==> config.mk <==
export PLATFORM = sky130hd
export DESIGN_NAME = eic_index_event
export DESIGN_NICKNAME = d
export VERILOG_FILES = /design/src/eic_index_event.v
export VERILOG_INCLUDE_DIRS = /design/src /design/src/inc
export SDC_FILE = /design/constraint.sdc
export NUM_CORES = 1
export LEC_CHECK = 0
export BUFFER_PORTS_ARGS = -buffer_cell sky130_fd_sc_hd__buf_2
export CAP_MARGIN = 10
export CORE_UTILIZATION = 55
export DETAILED_ROUTE_END_ITERATION = 6
export PLACE_DENSITY = 0.81
export SYNTH_ARGS = -nofsm -noshare
export SYNTH_HDL_FRONTEND = slang
export SYNTH_SLANG_ARGS = --single-unit
==> constraint.sdc <==
create_clock -name I_MCLK -period 10.7 [get_ports I_MCLK]
set_clock_uncertainty 0.15 [all_clocks]
set_input_delay 1.07 -clock I_MCLK [delete_from_list [all_inputs] [get_ports I_MCLK]]
set_output_delay 1.07 -clock I_MCLK [all_outputs]
set_load 0.02 [all_outputs]
==> src/inc/eic_defines.vh <==
// Constants for the encoder index event configuration block
// Contract
// - Bit 0 picks binary or decimal encoder constant
// - Bit 1 loads position with reset value
// - Bit 2 acts on every qualified event
// - Bit 3 acts on next qualified event only
// - Hardware clears bit 3 after one action unless bit 2 is also set
// - Bit 4 sets index active polarity
// - Bits 6:5 pick level or edge sensitivity
// - Bit 7 sets required A level
// - Bit 8 sets required B level
// - Bit 9 ignores A and B levels
// - Config register at 0x07, reset 0x00000400
// - Bit 10 latches encoder position on event
// - Bit 11 latches motor position on event
`ifndef EIC_DEFINES_VH
`define EIC_DEFINES_VH
`define EIC_IDX_CONFIG        8'h07
`define EIC_IDX_ENC_POS       8'h08
`define EIC_IDX_ENC_LATCH     8'h09
`define EIC_IDX_POS_LATCH     8'h0a
`define EIC_IDX_ENC_RESET_VAL 8'h0b
`define EIC_IDX_MOTOR_POS     8'h0c
`define EIC_CFG_RESET   32'h00000400
`define EIC_CFG_USED    12
`define EIC_B_DECIMAL   0
`define EIC_B_CLEAR     1
`define EIC_B_CONT      2
`define EIC_B_ONCE      3
`define EIC_B_POL_N     4
`define EIC_B_SENS_LO   5
`define EIC_B_SENS_HI   6
`define EIC_B_POL_A     7
`define EIC_B_POL_B     8
`define EIC_B_IGN_AB    9
`define EIC_B_LATCH_ENC 10
`define EIC_B_LATCH_X   11
`define EIC_SENS_LEVEL  2'h0
`define EIC_SENS_RISE   2'h1
`define EIC_SENS_FALL   2'h2
`define EIC_SENS_BOTH   2'h3
`endif

==> src/eic_index_event.v <==
// Encoder index event qualification, position clear/latch and APB registers
//
// Design decision made here: the APB slave port.
`include "eic_defines.vh"
`default_nettype none
module eic_index_event #(
   parameter integer POS_W = 32
) (
   input  wire              I_MCLK,
   input  wire              I_RST,
   input  wire              I_PSEL,
   input  wire              I_PENABLE,
   input  wire              I_PWRITE,
   input  wire [11:0]       I_PADDR,
   input  wire [31:0]       I_PWDATA,
   output wire [31:0]       O_PRDATA,
   output wire              O_PREADY,
   output wire              O_PSLVERR,
   input  wire              I_ENC_A,
   input  wire              I_ENC_B,
   input  wire              I_ENC_N,
   input  wire [POS_W-1:0]  I_ENC_POS,
   input  wire [POS_W-1:0]  I_MOTOR_POS,
   output reg               O_ENC_POS_LOAD,
   output reg  [POS_W-1:0]  O_ENC_POS_LOAD_VAL,
   output reg               O_ENC_DECIMAL,
   output reg               O_INDEX_EVENT
);

   reg  [`EIC_CFG_USED-1:0] cfg_q;
   reg  [`EIC_CFG_USED-1:0] cfg_d;
   reg  [POS_W-1:0]         enc_latch_q;
   reg  [POS_W-1:0]         pos_latch_q;
   reg  [POS_W-1:0]         reset_val_q;
   reg                      n_prev_q;
   reg  [31:0]              rdata_q;
   reg  [31:0]              rdata_d;
   wire                     n_act;
   wire                     n_prev_act;
   reg                      sens_hit;
   wire                     ab_ok;
   wire                     qual;
   wire                     fire;
   wire                     wr_acc;
   wire                     rd_acc;
   wire                     addr_ok;

   // Full-width reset image so the stored bits are cut on purpose
   localparam [31:0]        CFG_RST = `EIC_CFG_RESET;

   function is_reg;
      input [11:0] addr;
      input [7:0]  idx;
      begin
         is_reg = (addr == {2'h0, idx, 2'h0});
      end
   endfunction

   // Single-cycle access: zero wait states
   assign O_PREADY  = 1'b1;
   assign wr_acc    = I_PSEL & I_PENABLE & I_PWRITE;
   assign rd_acc    = I_PSEL & ~I_PWRITE;
   assign addr_ok   = is_reg(I_PADDR, `EIC_IDX_CONFIG) | is_reg(I_PADDR, `EIC_IDX_ENC_POS) |
                      is_reg(I_PADDR, `EIC_IDX_ENC_LATCH) | is_reg(I_PADDR, `EIC_IDX_POS_LATCH) |
                      is_reg(I_PADDR, `EIC_IDX_ENC_RESET_VAL) | is_reg(I_PADDR, `EIC_IDX_MOTOR_POS);
   assign O_PSLVERR = I_PSEL & I_PENABLE & ~addr_ok;
   assign O_PRDATA  = rdata_q;

   // Index level translated to active/inactive
   assign n_act      = ~(I_ENC_N ^ cfg_q[`EIC_B_POL_N]);
   assign n_prev_act = ~(n_prev_q ^ cfg_q[`EIC_B_POL_N]);

   always @* begin
      case (cfg_q[`EIC_B_SENS_HI:`EIC_B_SENS_LO])
         `EIC_SENS_LEVEL: sens_hit = n_act;
         `EIC_SENS_RISE:  sens_hit = n_act & ~n_prev_act;
         `EIC_SENS_FALL:  sens_hit = ~n_act & n_prev_act;
         `EIC_SENS_BOTH:  sens_hit = n_act ^ n_prev_act;
         default:         sens_hit = 1'b0;
      endcase
   end

   assign ab_ok = cfg_q[`EIC_B_IGN_AB] |
                  ((I_ENC_A == cfg_q[`EIC_B_POL_A]) &
                   (I_ENC_B == cfg_q[`EIC_B_POL_B]));
   assign qual  = sens_hit & ab_ok;
   assign fire  = qual & (cfg_q[`EIC_B_CONT] | cfg_q[`EIC_B_ONCE]);

   always @* begin
      cfg_d = cfg_q;
      if (wr_acc && is_reg(I_PADDR, `EIC_IDX_CONFIG)) begin
         cfg_d = I_PWDATA[`EIC_CFG_USED-1:0];
      end
      // Hardware clear wins over a concurrent write so the one-shot cannot re-arm
      if (fire && !cfg_q[`EIC_B_CONT]) begin
         cfg_d[`EIC_B_ONCE] = 1'b0;
      end
   end

   always @* begin
      rdata_d = 32'h00000000;
      if (is_reg(I_PADDR, `EIC_IDX_CONFIG)) begin
         rdata_d[`EIC_CFG_USED-1:0] = cfg_q;
      end else if (is_reg(I_PADDR, `EIC_IDX_ENC_POS)) begin
         rdata_d[POS_W-1:0] = I_ENC_POS;
      end else if (is_reg(I_PADDR, `EIC_IDX_ENC_LATCH)) begin
         rdata_d[POS_W-1:0] = enc_latch_q;
      end else if (is_reg(I_PADDR, `EIC_IDX_POS_LATCH)) begin
         rdata_d[POS_W-1:0] = pos_latch_q;
      end else if (is_reg(I_PADDR, `EIC_IDX_ENC_RESET_VAL)) begin
         rdata_d[POS_W-1:0] = reset_val_q;
      end else if (is_reg(I_PADDR, `EIC_IDX_MOTOR_POS)) begin
         rdata_d[POS_W-1:0] = I_MOTOR_POS;
      end
   end

   always @(posedge I_MCLK or posedge I_RST) begin
      if (I_RST) begin
         cfg_q              <= CFG_RST[`EIC_CFG_USED-1:0];
         enc_latch_q        <= {POS_W{1'b0}};
         pos_latch_q        <= {POS_W{1'b0}};
         reset_val_q        <= {POS_W{1'b0}};
         // Start at the inactive level so no false edge follows reset
         n_prev_q           <= ~CFG_RST[`EIC_B_POL_N];
         rdata_q            <= 32'h00000000;
         O_ENC_POS_LOAD     <= 1'b0;
         O_ENC_POS_LOAD_VAL <= {POS_W{1'b0}};
         O_ENC_DECIMAL      <= 1'b0;
         O_INDEX_EVENT      <= 1'b0;
      end else begin
         cfg_q         <= cfg_d;
         n_prev_q      <= I_ENC_N;
         O_ENC_DECIMAL <= cfg_q[`EIC_B_DECIMAL];
         O_INDEX_EVENT <= qual;
         if (rd_acc && !I_PENABLE) begin
            rdata_q <= rdata_d;
         end
         if (wr_acc && is_reg(I_PADDR, `EIC_IDX_ENC_RESET_VAL)) begin
            reset_val_q <= I_PWDATA[POS_W-1:0];
         end
         // Caller must not set the clear bit in closed loop; not enforced here
         O_ENC_POS_LOAD     <= fire & cfg_q[`EIC_B_CLEAR];
         O_ENC_POS_LOAD_VAL <= reset_val_q;
         if (fire && cfg_q[`EIC_B_LATCH_ENC]) begin
            enc_latch_q <= I_ENC_POS;
         end
         if (fire && cfg_q[`EIC_B_LATCH_X]) begin
            pos_latch_q <= I_MOTOR_POS;
         end
      end
   end

endmodule
`default_nettype wire

=== Word-level counts from Yosys, hierarchy flattened ===
Cells that the tools add are included.

* Equality and inequality tests: 11
* Reductions and logical operators: 10
* Mux-type cells: 10
* Bitwise gates (word level): 24

{| class="wikitable"
|+ Operators by type and width
! operator !! number
|-
| $mux W32 || 5
|-
| $eq A12 B6 Y1 const B || 5
|-
| $mux W20 || 1
|-
| $eq A12 B5 Y1 const B || 1
|-
| $mux W12 || 1
|-
| $and A1 B1 Y1 || 10
|-
| $or A1 B1 Y1 || 7
|-
| $logic_and A1 B1 Y1 || 6
|-
| $eq A2 B2 Y1 const B || 2
|-
| $mux W4 || 1
|-
| $not A1 Y1 || 4
|-
| $pmux W1 S4 || 1
|-
| $xor A1 B1 Y1 || 3
|-
| $eq A1 B1 Y1 || 2
|-
| $eq A2 B1 Y1 const B || 1
|-
| $logic_not A1 Y1 || 2
|-
| $logic_not A2 Y1 || 1
|-
| $reduce_bool A2 Y1 || 1
|-
| $mux W1 || 1
|}

* Register bits: 176
* Output and inout port bits: 69
* Word-level logic and storage cells: 66
* Input bits: 116

=== Logic depth before layout (Yosys ltp) ===
Gate-level depths: netlist of the first run.

* Depth in word-level cells: 8
* Mapped depth: 8
* Depth with buffers taken out: 7

=== Worst setup path after synthesis of the first run ===
No wires, ideal clock.

* Path kind: input to output
* Start point: in I_PADDR[3]
* End point: out O_PSLVERR
* Data required time: 9.480 ns
* Path buffers: 1
* Setup slack: 7.229 ns
* Cell stages on the path: 5
* Arrival: 2.251 ns
* Cells stage by stage: buf_2 nand2_1 nor2b_1 or3_1 a21oi_1

* Longest elaborated chain between the ends: 8
* Elaborated cells on any way between the ends: 13
* Classes of those cells: 6 x eq/ne; 7 x bitwise

{| class="wikitable"
|+ Ends and longest elaborated chain
! what !! RTL line !! text
|-
| from (decl) || eic_index_event.v:14 || <nowiki>input wire [11:0] I_PADDR,</nowiki>
|-
| $eq A12 B5 Y1 / $eq A12 B6 Y1 (equally long branches) || eic_index_event.v:55 || <nowiki>is_reg = (addr == {2'h0, idx, 2'h0});</nowiki>
|-
| $or A1 B1 Y1 (4 in series) || eic_index_event.v:63 || <nowiki>assign addr_ok = is_reg(I_PADDR, `EIC_IDX_CONFIG) | is_reg(I_PADDR, `EIC_IDX_ENC_POS) |</nowiki>
|-
| $or A1 B1 Y1 (*) || eic_index_event.v:63 ||
|-
| $not A1 Y1 (*) || eic_index_event.v:66 || <nowiki>assign O_PSLVERR = I_PSEL & I_PENABLE & ~addr_ok;</nowiki>
|-
| $and A1 B1 Y1 (*) || eic_index_event.v:66 ||
|-
| to (decl) || eic_index_event.v:18 || <nowiki>output wire O_PSLVERR,</nowiki>
|}

Every way passes the cells marked *; elsewhere a longest branch is shown, timed or not.

=== Worst setup path after layout of the first run ===
Same ends and word-level chain as after synthesis.

==> summary.txt, run 1 <==
Worst hold path
  – Worst Hold Depth: 0
  – Hold Path Class: register to register

Yosys
  – Synth warn: 0
  – Post-Syn Instances: 677
  – Area leader, netlist: dfrtp_1
  – Syn avg cell area: 12.0 sq um
  – Syn_nets: 795
  – Top_reg_cell synth: dfrtp_1
  – Synth top area cells: dfrtp_1 54%, mux2_2 7.6%, mux2_4 5.6%
  – Asr flop ratio synth: 100%
  – Top-area cell type share of the netlist area: 53.7%
  – Yosys reg bits: 176
  – Post-synth cell types: 50
  – Synth Cell Area: 8110 sq um
  – Sequential-to-total area share from yosys stat: 54.4%
  – EDFF count, synth: 0

Power and ir drop
  – PwrDens: 143 nW/um^2
  – Pwr Total: 1.37 mW
  – Pleak: 4.89 nW
  – Worst vdd ir: 0.112 mV

Clocking
  – Setup bufs post-CTS: 0
  – CTS Root Cell: clkbuf_16
  – CTS tree: yes
  – Post-CTS sizing: 0
  – Clk buf depth: 2
  – Post-CTS Hold Buffers: 0
  – CTS Sinks: 176
  – Clk slew on worst S/H paths: 60 ps
  – Clock Latency Late Sink: 430 ps
  – H-Tree Depth: 4
  – CTS Buf Count: 17

Placed design
  – RePlAce Congestion: 0.897
  – I/O Buffers: 183
  – Cell Count Post-Placement: 1004
  – Post-DP HPWL: 13500 um

Critical path
  – Critical path peak fanout: 40
  – WP data required: 9480 ps
  – Crit path DAT: 3140 ps
  – Worst Setup Path Type: primary input to output pin
  – Worst reg2reg path depth: 7
  – Crit start category: primary input
  – Setup crit end kind: output pin

Global routing
  – Initial antenna violation count: 0
  – Largest net degree at the start of global routing: 108
  – Grt total ovfl: 0
  – Gr usage total: 29.8%
  – Via count of the first global-routing pass: 6338
  – First-pass GRT wire length: 33500 um

Layout
  – # diodes: 0
  – Non-Filler Instances: 1035
  – Filler cells: 1043
  – Most frequent cells in the layout: 183 x buf_2, 174 x dfrtp_1, 96 x nand2_1
  – Most common cell after layout, fill and taps aside: buf_2
  – Layout cells sized above 1: 37.9%
  – P&R area growth vs syn: 18.4%
  – Nets@finish: 961

Job
  – Max_cap viols: 0

Timing
  – Final setup fails: 0
  – Fin. Hold Viols: 0
  – Worst hold slack: 255 ps
  – Worst slew margin: 36.6%
  – Worst-Margin Slew: 951 ps
  – Final period utilization: 40.8%
  – Fmax: 229 MHz
  – Fin crit period: 4360 ps
  – Setup TNS: 0 ps
  – RSZ-0062 raised after global routing: no
  – Final slew viol count: 0

Detailed routing
  – Final WL: 21300 um
  – Initial drt markers: 576
  – Wirelength per Cell: 20.5 um
  – DR vias/cell: 6.02
  – ANT nets after route: 0
  – DRC: 0
  – DR vias: 6233
  – First-pass detailed-route iteration total: 6

Floorplanning
  – Die Span X: 123 um
  – Die height: 123 um
  – IO Pins: 185
  – Placeable core region: 14100 sq um
  – Initial Utilization: 57.3%
  – Row Count: 43
  – Die Area: 15200 sq um

Run status
  – Status: finished, final reports clean
-- flip-flops by register name, indices dropped and copies added, names as in the netlist --
| name | cells |
|---|---|
| O_PRDATA | 32 |
| O_ENC_DECIMAL | 1 |
| O_ENC_POS_LOAD_VAL | 32 |
| cfg_q | 12 |
| pos_latch_q | 32 |
| O_ENC_POS_LOAD | 1 |
| O_INDEX_EVENT | 1 |
| n_prev_q | 1 |
| reset_val_q | 32 |
| enc_latch_q | 32 |
-- synth_stat cells (all sizes together) (2+ instances only) --
library cell and instances:
dfrtp 174, o21ai 19, nor3 5, o22ai 19, a22o 2, buf 29, xnor2 3, mux2 108
a21o 8, inv 5, nand2b 4, clkbuf 17, dfstp 2, a221o 2, a221oi 10, or3 2
o211ai 10, o2bb2ai 11, a21oi 59, nor4b 2, ha 2, o31ai 18, mux2i 19, nand3 7
nor2 31, nor3b 2, nand2 97
-- per-stage QoR --
| step | worst slack, ps | util (%) | instance area (sq um) |
|---|---|---|---|
| 2_1_floorplan | 4710 | - | 8110 |
| 3_3_place_gp | 6510 | 63.8 | 9030 |
| 3_5_place_dp | 6410 | 63.8 | 9030 |
| 4_1_cts | 6410 | 67.8 | 9600 |
| 5_1_grt | 6210 | 67.8 | 9600 |
| 6_report | 6340 | 67.8 | 9600 |
-- area by class of cell --
class	instances	area [sq um]	share of cell area, %
sequential	176	4410	45.9
clock inverter	9	83.8	0.873
multi-input combinational	450	3380	35.3
inverter	5	23.8	0.248
clock buffer	22	484	5.04
tap	180	225	2.35
timing repair buffer	193	991	10.3
-- cell families (layout without fill, tap and decap cells) --
logic type / Yosys count / in the layout / share of synthesized area [%]
fa+ha+maj: 2 / 2 / 0.309
other cells: 1 / 1 / 0.0463
compound gates: 160 / 160 / 12.8
mux: 127 / 127 / 18.7
simple gates: 156 / 156 / 9.20
buf+inv: 51 / 229 / 4.04
xor+xnor: 4 / 4 / 0.525
flops: 176 / 176 / 54.4
-- worst max-delay path, cell delays in order --
cell	delay, ps
buf_2	70
buf_4	500
nand2_1	540
nor2b_1	430
or3_1	170
a21oi_1	80
buf_2	210
-- where the power goes --
part | switching [mW] | internal, mW | total, mW
registers | 0.00551 | 0.674 | 0.680
clock network | 0.253 | 0.343 | 0.595
logic | 0.0609 | 0.0365 | 0.0974
total | 0.319 | 1.05 | 1.37
-- final timing paths --
check / start / endpoint / slack [ps]
worst max-delay path: I_PADDR[3] / O_PSLVERR / 6340
worst min-delay path: reset_val_q[19] / O_ENC_POS_LOAD_VAL[19] / 250
worst max register to register: n_prev_q / enc_latch_q[31] / 7680
worst min register to register: reset_val_q[19] / O_ENC_POS_LOAD_VAL[19] / 250
max in group asynchronous: I_RST / enc_latch_q[22] / 8290
min in group asynchronous: I_RST / O_ENC_POS_LOAD_VAL[11] / 710
-- per-layer routing --
layer | track usage (%) | routed length [um] | up-vias | part of all wire (%)
li1 | - | - | 2774 | -
met1 | 39.2 | 8760 | 3067 | 41
met2 | 46.4 | 10100 | 334 | 48
met3 | 7.10 | 1700 | 58 | 8.0
met4 | 14.7 | 663 | 0 | 3.1
met5 | 0 | 0 | - | 0
(Power assumes the default switching activity.)
==> inputs of run 2 (changes only) <==
CORE_UTILIZATION = 54   (was 55)
PLACE_DENSITY = 0.8   (was 0.81)
clock period = 4.4 ns   (was 10.7 ns; I/O delays follow)
==> run 2 against run 1 <==
Via count rose by 0.42%. Sequential power is 140% higher. Clock power up 150%. Final cell count up 0.77%. Total power up 140%. Register-to-register slack worse by 6300 ps. Die area is 1.8% higher. Non-clock buffer count up 3. Sequential share of layout area is 0.20 points lower. Worst hold slack worse by 240 ps. Critical endpoint is now enc_latch_q[31]. Largest cell class unchanged.
==> summary.txt, run 2 (synthesis results as in run 1) <==
Placed design
  – I/O Buffers: 183 (unchanged)
  – RePlAce Congestion: 0.884 (-1.4%)
  – Post-DP HPWL: 14000 um (+3.2%)
  – Cell Count Post-Placement: 1010 (+0.60%)
  – Area post-placement: 9060 sq um (+0.35%)

Critical path
  – Reg2reg setup slack: 1370 ps (-6310 ps)
  – Cells along the critical path: dlygate4sd3_1 -> buf_2 -> xnor2_2 -> ha_1 -> nand2_1 -> o21ai_0 -> a221o_4 -> nor2_8 -> mux2_2
  – Setup crit end kind: register
  – Critical path peak fanout: 32 (-20%)
  – Worst Setup Path Type: primary input to register
  – RR Endpoint: enc_latch_q[31]
  – Critical Path Max Stage Delay: 670 ps (+130 ps)
  – Worst reg2reg path depth: 7 (unchanged)
  – Reg2reg start: n_prev_q
  – Crit start category: primary input
  – Crit path DAT: 3300 ps (+160 ps)
  – WP data required: 4570 ps (-4910 ps)
  – Crit-path slowest cell: nor2_8

Clocking
  – Clock Latency Late Sink: 430 ps (about the same)
  – CTS Buf Count: 17 (unchanged)
  – Setup bufs post-CTS: 0 (unchanged)
  – Clk buf depth: 2 (unchanged)
  – H-Tree Depth: 4 (unchanged)
  – Post-CTS sizing: 0 (unchanged)
  – Post-CTS Hold Buffers: 1 (+1)
  – CTS Root Cell: clkbuf_16
  – CTS tree: yes
  – Clk slew on worst S/H paths: 70 ps (about the same)
  – CTS Sinks: 176 (unchanged)

Global routing
  – First-pass GRT wire length: 33900 um (+1.4%)
  – Gr usage total: 28.3% (-1.5 points)
  – Largest net degree at the start of global routing: 117 (+8.3%)
  – Initial antenna violation count: 0 (unchanged)
  – Via count of the first global-routing pass: 6267 (-1.1%)
  – Grt total ovfl: 0 (unchanged)

Layout
  – Sequential Area: 4410 sq um (unchanged)
  – Most frequent cells in the layout: 183 x buf_2, 174 x dfrtp_1, 96 x nand2_1
  – Filler cells: 1075 (+3.1%)
  – Nets@finish: 964 (+0.31%)
  – # diodes: 0 (unchanged)
  – Final instance area: 9640 sq um (+0.43%)
  – Non-Filler Instances: 1043 (+0.77%)
  – Most common cell after layout, fill and taps aside: buf_2
  – P&R area growth vs syn: 18.9%
  – Multi-input gate area: 3380 sq um (unchanged)
  – Layout cells sized above 1: 38.2% (+0.29 points)

Timing
  – Worst slew margin: 43.0% (+6.4 points)
  – Fin crit period: 3130 ps
  – RSZ-0062 raised after global routing: no
  – Fin. Hold Viols: 0 (unchanged)
  – Fmax: 319 MHz
  – Worst-Margin Slew: 856 ps (-95.6 ps)
  – Final period utilization: 71.2%
  – Final setup fails: 0 (unchanged)
  – Setup TNS: 0 ps (unchanged)
  – Final slew viol count: 0 (unchanged)

Power and ir drop
  – PwrDens: 348 nW/um^2 (+140%)
  – Pleak: 4.92 nW (+0.46%)
  – Pwr Total: 3.35 mW (+140%)
  – Worst vdd ir: 0.271 mV (+140%)

Floorplanning
  – Die height: 125 um (+0.91%)
  – Initial Utilization: 55.6% (-1.7 points)
  – Row Count: 44 (+2.3%)
  – Placeable core region: 14600 sq um (+3.1%)
  – Die Span X: 125 um (+0.91%)
  – IO Pins: 185 (unchanged)
  – Die Area: 15500 sq um (+1.8%)

Detailed routing
  – ANT nets after route: 0 (unchanged)
  – First-pass detailed-route iteration total: 5 (-1)
  – DR vias/cell: 6.00 (-0.35%)
  – Initial drt markers: 484 (-16%)
  – DR vias: 6259 (+0.42%)
  – Final WL: 21200 um (-0.45%)
  – Wirelength per Cell: 20.3 um (-1.2%)
  – DRC: 0 (unchanged)

Run status
  – Status: finished, final reports clean

Worst hold path
  – Hold Path Class: primary input to asynchronous set/reset pin

Job
  – Max_cap viols: 0 (unchanged)
-- run 2: area by class of cell --
class	instances	area share (%)
clock buffer	18	4.56
inverter	5	0.234
clock inverter	14	1.34
tap	184	2.39
multi-input combinational	450	35.1
timing repair buffer	196	10.7
sequential	176	45.7
-- run 2: power breakdown --
| group | switching, mW | total, mW | internal [mW] |
|---|---|---|---|
| registers | 0.0136 | 1.65 | 1.64 |
| logic | 0.146 | 0.237 | 0.0910 |
| clock network | 0.663 | 1.47 | 0.802 |
| total | 0.822 | 3.35 | 2.53 |
-- run 2: critical path, delay by kind of cell --
kind | cells | cell delay (ps)
AND/OR/NAND/NOR | 2 | 730
buffers and inverters | 2 | 670
AO/OA/AOI/OAI | 2 | 590
multiplexers | 1 | 410
adder cells (fa/ha/maj) | 1 | 260
XOR/XNOR | 1 | 180
-- run 2: routing by layer --
layer	global-route usage [%]	vias up	routed length (um)
met5	0	-	0
li1	-	2763	-
met1	37.1	3107	8640
met3	6.14	49	1610
met4	13.9	0	659
met2	44.8	340	10300
-- run 2: how the worst max path moves through the flow --
stage	from	endpoint	depth (start not counted)
floorplan	I_RST	O_ENC_DECIMAL	1
global placement	I_PADDR[3]	reset_val_q[16]	5
detailed placement	I_PADDR[3]	reset_val_q[29]	5
CTS	I_ENC_N	enc_latch_q[31]	9
global route	I_ENC_N	enc_latch_q[31]	9
finish	I_ENC_N	enc_latch_q[31]	9
-- run 2: metrics by stage --
| step | utilization (%) | hold slack [ps] | worst slack (ps) |
|---|---|---|---|
| 6_report | 66.1 | 11.6 | 1270 |
| 5_1_grt | 66.1 | 76.8 | 1170 |
| 4_1_cts | 66.1 | 68.4 | 1280 |
| 3_5_place_dp | 62.1 | 241 | 1250 |
| 3_3_place_gp | 62.1 | 233 | 1360 |
| 2_1_floorplan | - | 212 | 1560 |
